[config.mk]
export PLATFORM = sky130hd
export DESIGN_NAME = tcc_core
export DESIGN_NICKNAME = d
export VERILOG_FILES = /design/src/tcc_pkg.sv /design/src/tcc_edge_if.sv /design/src/tcc_edge_filter.sv /design/src/tcc_core.sv
export SDC_FILE = /design/constraint.sdc
export NUM_CORES = 1
export LEC_CHECK = 0
export BUFFER_PORTS_ARGS = -buffer_cell sky130_fd_sc_hd__buf_4
export CORE_ASPECT_RATIO = 0.75
export CORE_MARGIN = 2
export CORE_UTILIZATION = 55
export DETAILED_ROUTE_END_ITERATION = 8
export GPL_TIMING_DRIVEN = 0
export PLACE_DENSITY = 0.73
export RECOVER_POWER = 100
export SLEW_MARGIN = 20
export SYNTH_ARGS = -nofsm -noshare
export SYNTH_HDL_FRONTEND = slang
export SYNTH_SLANG_ARGS = --single-unit
[constraint.sdc]
create_clock -name clk_sys_in -period 2.4 [get_ports clk_sys_in]
set_clock_uncertainty 0.15 [all_clocks]
set_input_delay 0.12 -clock clk_sys_in [delete_from_list [all_inputs] [get_ports clk_sys_in]]
set_output_delay 0.12 -clock clk_sys_in [all_outputs]
set_load 0.03 [all_outputs]
[src/tcc_pkg.sv]
package tcc_pkg;
    // Register index on the plain register port
    localparam int          ADDR_W          = 3;
    localparam int          DATA_W          = 16;
    localparam logic [2:0]  OFS_COUNT       = 3'h0;
    localparam logic [2:0]  OFS_CAPCOMP_A   = 3'h1;
    localparam logic [2:0]  OFS_CAPCOMP_B   = 3'h2;
    localparam logic [2:0]  OFS_RUN_CTRL    = 3'h3;
    localparam logic [2:0]  OFS_CC_SELECT   = 3'h4;
    localparam logic [2:0]  OFS_EDGE_SELECT = 3'h5;
    localparam logic [2:0]  OFS_ONESHOT     = 3'h6;

    // Field positions
    localparam int          RUN_LO_BIT      = 2;
    localparam int          RUN_HI_BIT      = 3;
    localparam int          OVF_BIT         = 0;
    localparam int          SEL_A_CAP_BIT   = 0;
    localparam int          SEL_A_TRIG_BIT  = 1;
    localparam int          SEL_B_CAP_BIT   = 2;
    localparam int          EDGE_A_LO_BIT   = 0;
    localparam int          EDGE_A_HI_BIT   = 1;
    localparam int          EDGE_B_LO_BIT   = 2;
    localparam int          EDGE_B_HI_BIT   = 3;
    localparam int          OS_EN_BIT       = 0;
    localparam int          OS_TRIG_BIT     = 1;

    // Reset values and counter maximum
    localparam logic [15:0] RST_COUNT       = 16'h0000;
    localparam logic [15:0] RST_CAPCOMP     = 16'h0000;
    localparam logic [1:0]  RST_RUN         = 2'h0;
    localparam logic [2:0]  RST_CC_SELECT   = 3'h0;
    localparam logic [3:0]  RST_EDGE_SELECT = 4'h0;
    localparam logic [15:0] COUNT_MAX       = 16'hFFFF;

    // Run-mode codes
    localparam logic [1:0]  RUN_STOP        = 2'h0;
    localparam logic [1:0]  RUN_FREE        = 2'h1;
    localparam logic [1:0]  RUN_EDGE_RST    = 2'h2;
    localparam logic [1:0]  RUN_MATCH_RST   = 2'h3;

    // Valid-edge codes
    localparam logic [1:0]  EDGE_FALL       = 2'h0;
    localparam logic [1:0]  EDGE_RISE       = 2'h1;
    localparam logic [1:0]  EDGE_NONE       = 2'h2;
    localparam logic [1:0]  EDGE_BOTH       = 2'h3;

    // Trigger channels
    localparam int          NUM_TRIG        = 2;
endpackage

[src/tcc_edge_if.sv]
interface tcc_edge_if;
    logic rise;
    logic fall;
    modport filt (output rise, output fall);
    modport core (input rise, input fall);
endinterface

[src/tcc_edge_filter.sv]
module tcc_edge_filter (
    input  wire logic clk_sys_in,
    input  wire logic rst_in,
    input  wire logic ce_in,
    input  wire logic pin_in,
    tcc_edge_if.filt  edge_io
);
    logic sync1_reg;
    logic sync2_reg;
    logic hold_reg;
    logic level_reg;
    logic accept;

    // Level accepted only after two equal samples, so a one-cycle glitch is dropped
    assign accept = (sync2_reg == hold_reg) && (hold_reg != level_reg);

    // Two-flop synchroniser, then a hold stage for the filter
    always_ff @(posedge clk_sys_in) begin
        if (rst_in) begin
            sync1_reg <= 1'b0;
            sync2_reg <= 1'b0;
            hold_reg  <= 1'b0;
            level_reg <= 1'b0;
            edge_io.rise <= 1'b0;
            edge_io.fall <= 1'b0;
        end else if (ce_in) begin
            sync1_reg <= pin_in;
            sync2_reg <= sync1_reg;
            hold_reg  <= sync2_reg;
            if (accept) begin
                level_reg <= hold_reg;
            end
            edge_io.rise <= accept && hold_reg;  // One pulse per accepted edge
            edge_io.fall <= accept && !hold_reg;
        end
    end
endmodule

[src/tcc_core.sv]
module tcc_core (
    input  wire logic        clk_sys_in,
    input  wire logic        rst_in,
    input  wire logic        ce_in,
    input  wire logic [2:0]  addr_in,
    input  wire logic [15:0] wdata_in,
    input  wire logic        wr_in,
    input  wire logic        rd_in,
    input  wire logic        trigger_input_a_in,
    input  wire logic        trigger_input_b_in,
    output logic [15:0]      rdata_out,
    output logic             match_irq_a_out,
    output logic             match_irq_b_out,
    output logic             overflow_flag_out
);
    tcc_edge_if edge_bus [tcc_pkg::NUM_TRIG] ();

    logic [15:0] timer_count_reg;
    logic [15:0] timer_count_next;
    logic [15:0] capcomp_reg_a;
    logic [15:0] capcomp_reg_b;
    logic [1:0]  run_mode_reg;
    logic        overflow_reg;
    logic [2:0]  capcomp_select_reg;
    logic [3:0]  edge_select_reg;
    logic        oneshot_en_reg;
    logic [15:0] rdata_reg;
    logic        match_a_reg;
    logic        match_b_reg;

    logic [tcc_pkg::NUM_TRIG-1:0] pins;
    logic [tcc_pkg::NUM_TRIG-1:0] rise_w;
    logic [tcc_pkg::NUM_TRIG-1:0] fall_w;

    assign pins = {trigger_input_b_in, trigger_input_a_in};

    // One filter per trigger input
    genvar gi;
    generate
        for (gi = 0; gi < tcc_pkg::NUM_TRIG; gi++) begin : g_trig
            tcc_edge_filter u_filt (
                .clk_sys_in (clk_sys_in),
                .rst_in     (rst_in),
                .ce_in      (ce_in),
                .pin_in     (pins[gi]),
                .edge_io    (edge_bus[gi])
            );
            assign rise_w[gi] = edge_bus[gi].rise;
            assign fall_w[gi] = edge_bus[gi].fall;
        end
    endgenerate

    // Field decode
    wire [1:0] edge_a_sel   = edge_select_reg[tcc_pkg::EDGE_A_HI_BIT:tcc_pkg::EDGE_A_LO_BIT];
    wire [1:0] edge_b_sel   = edge_select_reg[tcc_pkg::EDGE_B_HI_BIT:tcc_pkg::EDGE_B_LO_BIT];
    wire       a_capture    = capcomp_select_reg[tcc_pkg::SEL_A_CAP_BIT];
    wire       a_trig_b_sel = capcomp_select_reg[tcc_pkg::SEL_A_TRIG_BIT];
    wire       b_capture    = capcomp_select_reg[tcc_pkg::SEL_B_CAP_BIT];
    wire       running      = (run_mode_reg != tcc_pkg::RUN_STOP);

    // Valid-edge and opposite-edge detection per selection code
    // Code none never fires; both is its own opposite
    function automatic logic edge_hit(input logic [1:0] sel, input logic r, input logic f);
        edge_hit = (sel == tcc_pkg::EDGE_RISE) ? r :
                   (sel == tcc_pkg::EDGE_FALL) ? f :
                   (sel == tcc_pkg::EDGE_BOTH) ? (r | f) : 1'b0;
    endfunction

    wire a_valid    = edge_hit(edge_a_sel, rise_w[0], fall_w[0]);
    wire a_opposite = edge_hit(edge_a_sel, fall_w[0], rise_w[0]);  // Swap phases
    wire b_valid    = edge_hit(edge_b_sel, rise_w[1], fall_w[1]);

    // Write decode
    wire wr_a      = wr_in && (addr_in == tcc_pkg::OFS_CAPCOMP_A);
    wire wr_b      = wr_in && (addr_in == tcc_pkg::OFS_CAPCOMP_B);
    wire wr_run    = wr_in && (addr_in == tcc_pkg::OFS_RUN_CTRL);
    wire wr_sel    = wr_in && (addr_in == tcc_pkg::OFS_CC_SELECT);
    wire wr_edge   = wr_in && (addr_in == tcc_pkg::OFS_EDGE_SELECT);
    wire wr_os     = wr_in && (addr_in == tcc_pkg::OFS_ONESHOT);
    wire os_sw_trg = wr_os && wdata_in[tcc_pkg::OS_TRIG_BIT];

    // Capture triggers, only honoured in capture mode
    wire cap_a_trig = a_trig_b_sel ? b_valid : a_opposite;
    wire cap_a      = a_capture && cap_a_trig;
    wire cap_b      = b_capture && a_valid;

    // Compare matches, valid only while counting
    wire hit_a = running && !a_capture && (timer_count_reg == capcomp_reg_a);
    wire hit_b = running && !b_capture && (timer_count_reg == capcomp_reg_b);

    // Restart sources: edge and match per run mode, one-shot by its own enable
    wire rst_edge    = (run_mode_reg == tcc_pkg::RUN_EDGE_RST) && a_valid;
    wire rst_match   = (run_mode_reg == tcc_pkg::RUN_MATCH_RST) && hit_a;
    wire rst_oneshot = oneshot_en_reg && (os_sw_trg || a_valid);
    wire restart     = rst_edge || rst_match || rst_oneshot;
    wire wrap        = running && !restart && (timer_count_reg == tcc_pkg::COUNT_MAX);

    // Counter next value: cleared when stopped or restarted
    assign timer_count_next = !running ? tcc_pkg::RST_COUNT :
                              restart  ? tcc_pkg::RST_COUNT :
                              16'(timer_count_reg + 16'h0001);

    // Read mux: counter masked to zero while stopped, no side effects
    wire [15:0] rd_mux =
        (addr_in == tcc_pkg::OFS_COUNT)       ? (running ? timer_count_reg : 16'h0000) :
        (addr_in == tcc_pkg::OFS_CAPCOMP_A)   ? capcomp_reg_a :
        (addr_in == tcc_pkg::OFS_CAPCOMP_B)   ? capcomp_reg_b :
        (addr_in == tcc_pkg::OFS_RUN_CTRL)    ? {12'h000, run_mode_reg, 1'b0, overflow_reg} :
        (addr_in == tcc_pkg::OFS_CC_SELECT)   ? {13'h0000, capcomp_select_reg} :
        (addr_in == tcc_pkg::OFS_EDGE_SELECT) ? {12'h000, edge_select_reg} :
        (addr_in == tcc_pkg::OFS_ONESHOT)     ? {15'h0000, oneshot_en_reg} :
        16'h0000;

    // Counter
    always_ff @(posedge clk_sys_in) begin
        if (rst_in) begin
            timer_count_reg <= tcc_pkg::RST_COUNT;
        end else if (ce_in) begin
            timer_count_reg <= timer_count_next;
        end
    end

    // Capture/compare A: capture beats a software write in the same cycle
    always_ff @(posedge clk_sys_in) begin
        if (rst_in) begin
            capcomp_reg_a <= tcc_pkg::RST_CAPCOMP;
        end else if (ce_in) begin
            if (cap_a) begin
                capcomp_reg_a <= timer_count_reg;
            end else if (wr_a) begin
                capcomp_reg_a <= wdata_in;
            end
        end
    end

    // Capture/compare B
    always_ff @(posedge clk_sys_in) begin
        if (rst_in) begin
            capcomp_reg_b <= tcc_pkg::RST_CAPCOMP;
        end else if (ce_in) begin
            if (cap_b) begin
                capcomp_reg_b <= timer_count_reg;
            end else if (wr_b) begin
                capcomp_reg_b <= wdata_in;
            end
        end
    end

    // Run control and overflow flag; a wrap beats a software clear
    always_ff @(posedge clk_sys_in) begin
        if (rst_in) begin
            run_mode_reg <= tcc_pkg::RST_RUN;
            overflow_reg <= 1'b0;
        end else if (ce_in) begin
            if (wr_run) begin
                run_mode_reg <= wdata_in[tcc_pkg::RUN_HI_BIT:tcc_pkg::RUN_LO_BIT];
            end
            if (wrap) begin
                overflow_reg <= 1'b1;
            end else if (wr_run) begin
                overflow_reg <= wdata_in[tcc_pkg::OVF_BIT];
            end
        end
    end

    // Mode selection registers
    always_ff @(posedge clk_sys_in) begin
        if (rst_in) begin
            capcomp_select_reg <= tcc_pkg::RST_CC_SELECT;
            edge_select_reg    <= tcc_pkg::RST_EDGE_SELECT;
            oneshot_en_reg     <= 1'b0;
        end else if (ce_in) begin
            if (wr_sel) begin
                capcomp_select_reg <= wdata_in[2:0];
            end
            if (wr_edge) begin
                edge_select_reg <= wdata_in[3:0];
            end
            if (wr_os) begin
                oneshot_en_reg <= wdata_in[tcc_pkg::OS_EN_BIT];
            end
        end
    end

    // Read data and match pulses, all registered
    always_ff @(posedge clk_sys_in) begin
        if (rst_in) begin
            rdata_reg   <= 16'h0000;
            match_a_reg <= 1'b0;
            match_b_reg <= 1'b0;
        end else if (ce_in) begin
            rdata_reg   <= rd_in ? rd_mux : 16'h0000;
            match_a_reg <= hit_a;
            match_b_reg <= hit_b;
        end
    end

    assign rdata_out         = rdata_reg;
    assign match_irq_a_out   = match_a_reg;
    assign match_irq_b_out   = match_b_reg;
    assign overflow_flag_out = overflow_reg;
endmodule

==> results_dict.tcl, run 1 <==
set metrics [dict create \
    place.gp.congestion 0.975 \
    critPathKind "flip-flop to flip-flop" \
    synth_edf_count 0 \
    port_buffers 43 \
    cts_tree "yes" \
    drt_wl_total_um 16000 \
    fin_crit_ns 2.29 \
    register_area_um2 1780 \
    synth_area_leader_cell "dfxtp_1" \
    die_w_um 112 \
    drv_cap 0 \
    avgSynthCellArea_um2 8.62 \
    final_area_um2 5640 \
    layout-drive-gt1-share_pct 13.0 \
    p_leak_nw 1.96 \
    yosysSeqAreaShare_pct 37.3 \
    clockBufferDepth 2 \
    rsz0062_at_grt "no" \
    grt_max_degree 16 \
    root_buffer "clkbuf_16" \
    netlist_instances 555 \
    nets 644 \
    total_power_mw 3.27 \
    cts_sinks 89 \
    dp.cells 706 \
    htreeDepth 3 \
    power_density_nw_per_um2 579 \
    synth-main-ff-cell "dfxtp_1" \
    dpl.hpwl_um 11400 \
    clkLatencyLatePin_ns 0.35 \
    holdWs_ns 0.0753 \
    max_freq_ghz 0.437 \
    cts_setup_buffers 0 \
    finalSetupTns_ns 0 \
    antenna_found_initial 0 \
    die_h_um 84.8 \
    cpMaxStageDelayCell "a22o_4" \
    endpoint_kind "flip-flop" \
    drt_iter0_markers 801 \
    cts-buffers-inserted 9 \
    route.detailed.drc 0 \
    clk_pin_slew_ns 0.07 \
    drt_pre_antenna_iters 7 \
    vias_per_cell 6.75 \
    synthesis.nets 582 \
    cp.required_ns 2.50 \
    syn_to_final_growth_pct 17.9 \
    critPathMaxFanout 17 \
    fill_cells 735 \
    finalHoldViolCount 0 \
    dieArea_um2 9460 \
    finalSetupViolations 0 \
    synth_area_leaders "dfxtp_1 37%, a21oi_1 5.5%, xnor2_1 4.9%" \
    yosys_warnings 0 \
    multi_input_area_um2 2720 \
    core-area_um2 8450 \
    worst_slack_ns 0.110 \
    fin_cells 730 \
    hold_class "input port to flip-flop" \
    grt.total_usage_pct 34.5 \
    vias 4927 \
    status "finished clean" \
    rows 29 \
    final_antenna_net_count 0 \
    ioPinCount 45 \
    syn-cell-area_um2 4780 \
    critPathTopFamily "compound AO/OA/AOI/OAI gates" \
    crit_top_cell "buf_6" \
    synth_top_area_share_pct 37.3 \
    yosysUniqueCellTypes 62 \
    grt_pass1_vias 4583 \
    pre_cts_slack_ns -0.277 \
    worst_path_largest_cell_delay_ns 0.39 \
    final_core_util_pct 66.7 \
    synth_common_cells "89 x dfxtp_1, 53 x a21oi_1, 42 x nand2_1, 41 x nor2_1, 39 x clkbuf_1" \
    cp-start-kind "flip-flop" \
    cp_num_buf_inv 4 \
    diodes 0 \
    post-route-period-util_pct 95.4 \
    worstMarginPinSlew_ns 0.844 \
    place_area_um2 5240 \
    overflow 0 \
    synth.most_common_cell "dfxtp_1" \
    routedWlPerCell_um 21.9 \
    max-slew-margin-rel_pct 43.8 \
    initial_core_util_pct 56.6 \
    ys_async_sr_fraction_pct 0 \
    grt_pass1_wl_um 25200 \
    path_cells "buf_6, xnor2_2, a22o_1, clkbuf_2, a22o_4, and2_4, buf_6, buf_8, a311oi_1" \
    synth_seq_cells 89 \
    arrival_ns 2.39 \
    vdd_drop_max_mv 0.464 \
    slew_viol_final 0 \
]
-- cell usage in the layout, fill, tap and decap left out, drive strengths merged, types with 14 or more instances in the layout --
cell / n
dfxtp: 89
clkbuf: 70
a21oi: 54
nand2: 42
nor2: 41
buf: 33
xnor2: 28
nand3: 26
o21ai: 24
mux2i: 18
xor2: 18
dlygate4sd3: 18
a32oi: 18
a311oi: 16
a211oi: 14
-- layout make-up --
type                       instances  share of cell area [%]
buffer                            50                    4.22
timing repair buffer              61                    7.52
clock buffer                      10                    4.24
tap                              108                    2.40
sequential                        89                    31.6
inverter                           9                   0.599
clock inverter                     6                    1.15
multi-input combinational        397                    48.3
-- what timing repair did --
action	in CTS	in global routing
hold buffers	18	0
resized for setup	3	10
setup endpoints to repair	12	30
endpoints found under the hold margin	44	0
-- cells by family after synthesis --
group / after synthesis / share of synthesized area [%]
buffers and inverters: 69 / 6.46
xor gates and xnor gates: 46 / 8.58
and+or+nand+nor: 161 / 16.7
muxes: 18 / 3.77
DFF: 89 / 37.3
adders and majority gates: 1 / 0.262
AOI/OAI and AO/OA: 171 / 27.0
-- layer usage --
layer / vias to the layer above / share of wire, % / global-route usage, %
li1: 2188 / - / -
met1: 2363 / 42 / 49.4
met2: 336 / 42 / 52.0
met3: 40 / 14 / 8.88
met4: 0 / 1.9 / 8.42
met5: - / 0 / 0
-- final timing paths --
path	startpoint	endpoint	slack, ns	cells past startpoint
worst max-delay path	edge_select_reg[0]	capcomp_reg_b[5]	0.11	9
worst min-delay path	addr_in[0]	oneshot_en_reg	0.08	5
worst max register to register	edge_select_reg[0]	capcomp_reg_b[5]	0.11	9
worst min register to register	match_irq_b_out	match_irq_b_out	0.32	2
-- where the power goes --
group / total, mW / internal [mW] / leakage (nW) / switching, mW
Clock: 1.46 / 0.837 / 0.149 / 0.620
Sequential: 1.51 / 1.49 / 0.719 / 0.0170
Combinational: 0.300 / 0.112 / 1.09 / 0.189
-- worst reg2reg max path, stage by stage, from the launching register on --
cell and delay (ns):
dfxtp_1 0.31, buf_6 0.13, xnor2_2 0.15, a22o_1 0.18
clkbuf_2 0.20, a22o_4 0.39, and2_4 0.19, buf_6 0.13
buf_8 0.15, a311oi_1 0.21
Note: power is estimated with default switching activity, not from simulation.
==> inputs of run 2 (changes only) <==
--- a/config.mk
+++ b/config.mk
@@ -6,7 +6,7 @@
 export NUM_CORES = 1
 export LEC_CHECK = 0
 export BUFFER_PORTS_ARGS = -buffer_cell sky130_fd_sc_hd__buf_4
-export CORE_ASPECT_RATIO = 0.75
+export CORE_ASPECT_RATIO = 0.7
 export CORE_MARGIN = 2
 export CORE_UTILIZATION = 55
 export DETAILED_ROUTE_END_ITERATION = 8
==> results_dict.tcl, run 2 (synthesis gave the netlist of run 1 again) <==
set metrics [dict create \
    root_buffer "clkbuf_16" \
    antenna_found_initial 0 \
    vias 4845 \
    final_antenna_net_count 0 \
    clkLatencyLatePin_ns 0.35 \
    max-slew-margin-rel_pct 46.7 \
    drt_wl_total_um 16300 \
    layout-drive-gt1-share_pct 11.9 \
    cts_setup_buffers 0 \
    place.gp.congestion 0.949 \
    route.detailed.drc 0 \
    worst_path_largest_cell_delay_ns 0.46 \
    max_freq_ghz 0.430 \
    initial_core_util_pct 56.6 \
    cts_tree "yes" \
    cp_num_buf_inv 2 \
    arrival_ns 2.45 \
    worst_slack_ns 0.0736 \
    fill_cells 752 \
    htreeDepth 3 \
    multi_input_area_um2 2690 \
    worstMarginPinSlew_ns 0.799 \
    drt_iter0_markers 692 \
    die_h_um 82.0 \
    cpMaxStageDelayCell "a31oi_2" \
    vdd_drop_max_mv 0.480 \
    critPathKind "flip-flop to flip-flop" \
    core-area_um2 8440 \
    drv_cap 0 \
    syn_to_final_growth_pct 16.8 \
    die_w_um 115 \
    cts_sinks 89 \
    final_core_util_pct 66.2 \
    finalSetupViolations 0 \
    finalHoldViolCount 0 \
    grt.total_usage_pct 35.2 \
    p_leak_nw 1.92 \
    power_density_nw_per_um2 563 \
    dpl.hpwl_um 11700 \
    ioPinCount 45 \
    critPathMaxFanout 10 \
    hold_class "input port to flip-flop" \
    grt_pass1_vias 4497 \
    nets 644 \
    status "finished clean" \
    endpoint_kind "flip-flop" \
    overflow 0 \
    grt_pass1_wl_um 24900 \
    vias_per_cell 6.53 \
    clockBufferDepth 2 \
    register_area_um2 1780 \
    rsz0062_at_grt "no" \
    layout_common_cells "87 x dfxtp_1, 55 x clkbuf_1, 53 x a21oi_1" \
    pre_cts_slack_ns -0.248 \
    cts-buffers-inserted 9 \
    diodes 0 \
    routedWlPerCell_um 22.0 \
    grt_max_degree 16 \
    layout_commonest_cell "dfxtp_1" \
    cp.required_ns 2.53 \
    post-route-period-util_pct 96.9 \
    port_buffers 43 \
    dieArea_um2 9470 \
    cp-start-kind "flip-flop" \
    drt_pre_antenna_iters 6 \
    fin_crit_ns 2.33 \
    critPathTopFamily "compound AO/OA/AOI/OAI gates" \
    slew_viol_final 0 \
    path_cells "buf_6, xnor2_2, a221o_1, a31oi_2, clkbuf_2, a32oi_1, a21oi_1" \
    clk_pin_slew_ns 0.07 \
    rows 28 \
]
==> run 2: final timing paths <==
path	start	endpoint	slack, ns	cells past startpoint
min	rd_in	rdata_out[0]	0.05	3
max reg2reg	edge_select_reg[0]	capcomp_reg_a[14]	0.07	7
min reg2reg	rdata_out[0]	rdata_out[0]	0.31	2
max	edge_select_reg[0]	capcomp_reg_a[14]	0.07	7
==> run 2: final cells by class <==
type,instances,share of cell area (%)
clock buffer,10,4.10
tap,120,2.69
multi-input combinational,397,48.1
sequential,89,31.9
inverter,9,0.605
buffer,50,4.28
timing repair buffer,61,7.52
clock inverter,6,0.784
==> run 2: what timing repair did <==
action,in CTS,in global routing
gates cloned,0,0
hold endpoints to repair,44,0
endpoints found under the setup margin,11,31
hold buffers,18,0
resized for setup,3,8
==> run 2: routing by layer <==
metal,vias to the layer above,wire (um),track usage (%)
met4,0,287,8.67
li1,2191,-,-
met2,327,6680,51.8
met1,2294,7070,49.8
met3,33,2260,11.3
met5,-,0,0
==> run 2: power by group <==
part	total (mW)	switching (mW)	internal, mW
combinational	0.298	0.189	0.109
clock	1.34	0.636	0.704
sequential	1.51	0.0175	1.49
==> run 2: per-stage QoR <==
stage	hold slack, ns	area, um2	power [mW]	instances	TNS, ns
3_3_place_gp	0.205	5260	1.81	718	-2.69
5_1_grt	0.0607	5590	3.23	742	0
2_1_floorplan	0.106	4780	1.70	555	0
4_1_cts	0.0487	5710	3.14	750	0
3_5_place_dp	0.221	5260	1.81	718	-2.28
6_report	0.0476	5590	3.15	742	0
==> run 2: tightest hold or removal path, cell delays in order <==
cell and delay, ns:
buf_4 0.11, or4b_2 0.21, a21oi_1 0.06
==> inputs of run 3 (changes only) <==
--- a/config.mk
+++ b/config.mk
@@ -13,6 +13,7 @@
 export GPL_TIMING_DRIVEN = 0
 export PLACE_DENSITY = 0.73
 export RECOVER_POWER = 100
+export REMOVE_ABC_BUFFERS = 1
 export SLEW_MARGIN = 20
 export SYNTH_ARGS = -nofsm -noshare
 export SYNTH_HDL_FRONTEND = slang
==> results_dict.tcl, run 3 (synthesis gave the netlist of run 1 again) <==
set metrics [dict create \
    cts_tree "yes" \
    combPwrFrac_pct 8.6 \
    cpMaxStageDelayCell "a32oi_4" \
    max_freq_ghz 0.423 \
    clk_pin_slew_ns 0.06 \
    cp.required_ns 2.51 \
    drt_iter0_markers 654 \
    path_cells "xnor2_2, a221o_1, a32oi_4, o21ai_0, a21oi_1" \
    status "finished clean" \
    place_area_um2 5020 \
    diodes 0 \
    die_h_um 82.0 \
    htreeDepth 3 \
    worst_slack_ns 0.0338 \
    overflow 0 \
    fill_cells 711 \
    critPathMaxFanout 16 \
    final_area_um2 5600 \
    fin_crit_ns 2.37 \
    p_int_mw 2.50 \
    layout-drive-gt1-share_pct 16.2 \
    clkLatencyLatePin_ns 0.35 \
    hold_class "input port to flip-flop" \
    worst_path_largest_cell_delay_ns 0.64 \
    dieArea_um2 9470 \
    power_density_nw_per_um2 585 \
    total_power_mw 3.28 \
    root_buffer "clkbuf_16" \
    clockBufferDepth 2 \
    grt_pass1_wl_um 22200 \
    endpoint_kind "flip-flop" \
    finalHoldViolCount 0 \
    post-route-period-util_pct 98.6 \
    initial_core_util_pct 56.6 \
    route.detailed.drc 0 \
    cts-buffers-inserted 9 \
    vias_per_cell 6.65 \
    clkPwrFrac_pct 45.3 \
    grt.total_usage_pct 30.5 \
    p_leak_nw 1.97 \
    dpl.hpwl_um 8710 \
    vdd_drop_max_mv 0.360 \
    cts_sinks 89 \
    die_w_um 115 \
    core-area_um2 8440 \
    nets 597 \
    routedWlPerCell_um 20.4 \
    rows 28 \
    rr_worst_depth 5 \
    drv_cap 0 \
    arrival_ns 2.48 \
    vias 4615 \
    whs_path_depth 3 \
    port_buffers 44 \
    drt_wl_total_um 14100 \
    layout_commonest_cell "dfxtp_1" \
    finalSetupViolations 0 \
    ioPinCount 45 \
    worstMarginPinSlew_ns 1.03 \
    switching_share_pct 23.9 \
    seqPwrFrac_pct 46.1 \
    switchingPower_mw 0.782 \
    layout_common_cells "87 x dfxtp_1, 53 x a21oi_1, 43 x buf_4" \
    grt_max_degree 94 \
    grt_pass1_vias 4228 \
    syn_to_final_growth_pct 17.1 \
    max-slew-margin-rel_pct 31.3 \
    pre_cts_slack_ns -0.480 \
    final_antenna_net_count 0 \
    place.gp.congestion 0.926 \
    cp-start-kind "flip-flop" \
    critPathKind "flip-flop to flip-flop" \
    slew_viol_final 0 \
    drt_pre_antenna_iters 8 \
    antenna_found_initial 0 \
    rsz0062_at_grt "yes" \
]
## run 3: timing repair
item	in CTS	in global routing
pin swaps	1	0
hold buffers	18	0
gates cloned	0	0
setup endpoints to repair	44	46
hold endpoints to repair	44	0
gates resized for setup	4	9
setup buffers	1	0
## run 3: area by class of cell
cell class              count  area [um2]  area share, %
well taps                 120         150           2.68
clock inverters             3        47.5          0.849
clock buffers              12         267           4.76
inverters                   9        33.8          0.603
repair buffers             64         562           10.0
multi-input cells         397        2760           49.2
flip-flops and latches     89        1780           31.9
## run 3: power by group through the flow
stage | logic, mW | registers [mW] | clock network [mW]
final | 0.281 | 1.51 | 1.48
after global routing | 0.300 | 1.51 | 1.56
after CTS | 0.271 | 1.51 | 1.49
after detailed placement | 0.242 | 1.54 | 0
after global placement | 0.233 | 1.54 | 0
after floorplan | 0.103 | 1.54 | 0
## run 3: per-layer routing
layer	GRT usage (%)	share of wire, %	vias up
met2	44.4	43	282
li1	-	-	2097
met1	42.4	44	2204
met3	9.23	11	32
met4	11.7	2.2	0
met5	0	0	-
## run 3: path summary, 6_finish.rpt
check                                        start          endpoint  slack [ns]
worst max-delay path            edge_select_reg[0]  capcomp_reg_a[1]        0.03
worst min-delay path                         rd_in      rdata_out[0]        0.03
worst max register to register  edge_select_reg[0]  capcomp_reg_a[1]        0.03
worst min register to register     match_irq_b_out   match_irq_b_out        0.31
## run 3: critical path, delay by kind of cell, from the launching register on
kind,cells,cell delay [ns]
DFF,1,0.53
xor gates and xnor gates,1,0.16
AOI/OAI and AO/OA,4,1.44
## run 3: per-stage QoR
step / hold WS, ns / utilization [%] / std cells / setup TNS, ns
floorplan: 0.0379 / - / 495 / 0
CTS: 0.0303 / 65.8 / 694 / 0
detailed placement: 0.231 / 59.5 / 660 / -14.83
finish: 0.0340 / 66.3 / 694 / 0
global placement: 0.208 / 59.1 / 659 / -19.95
global route: 0.0590 / 66.3 / 694 / -0.0313
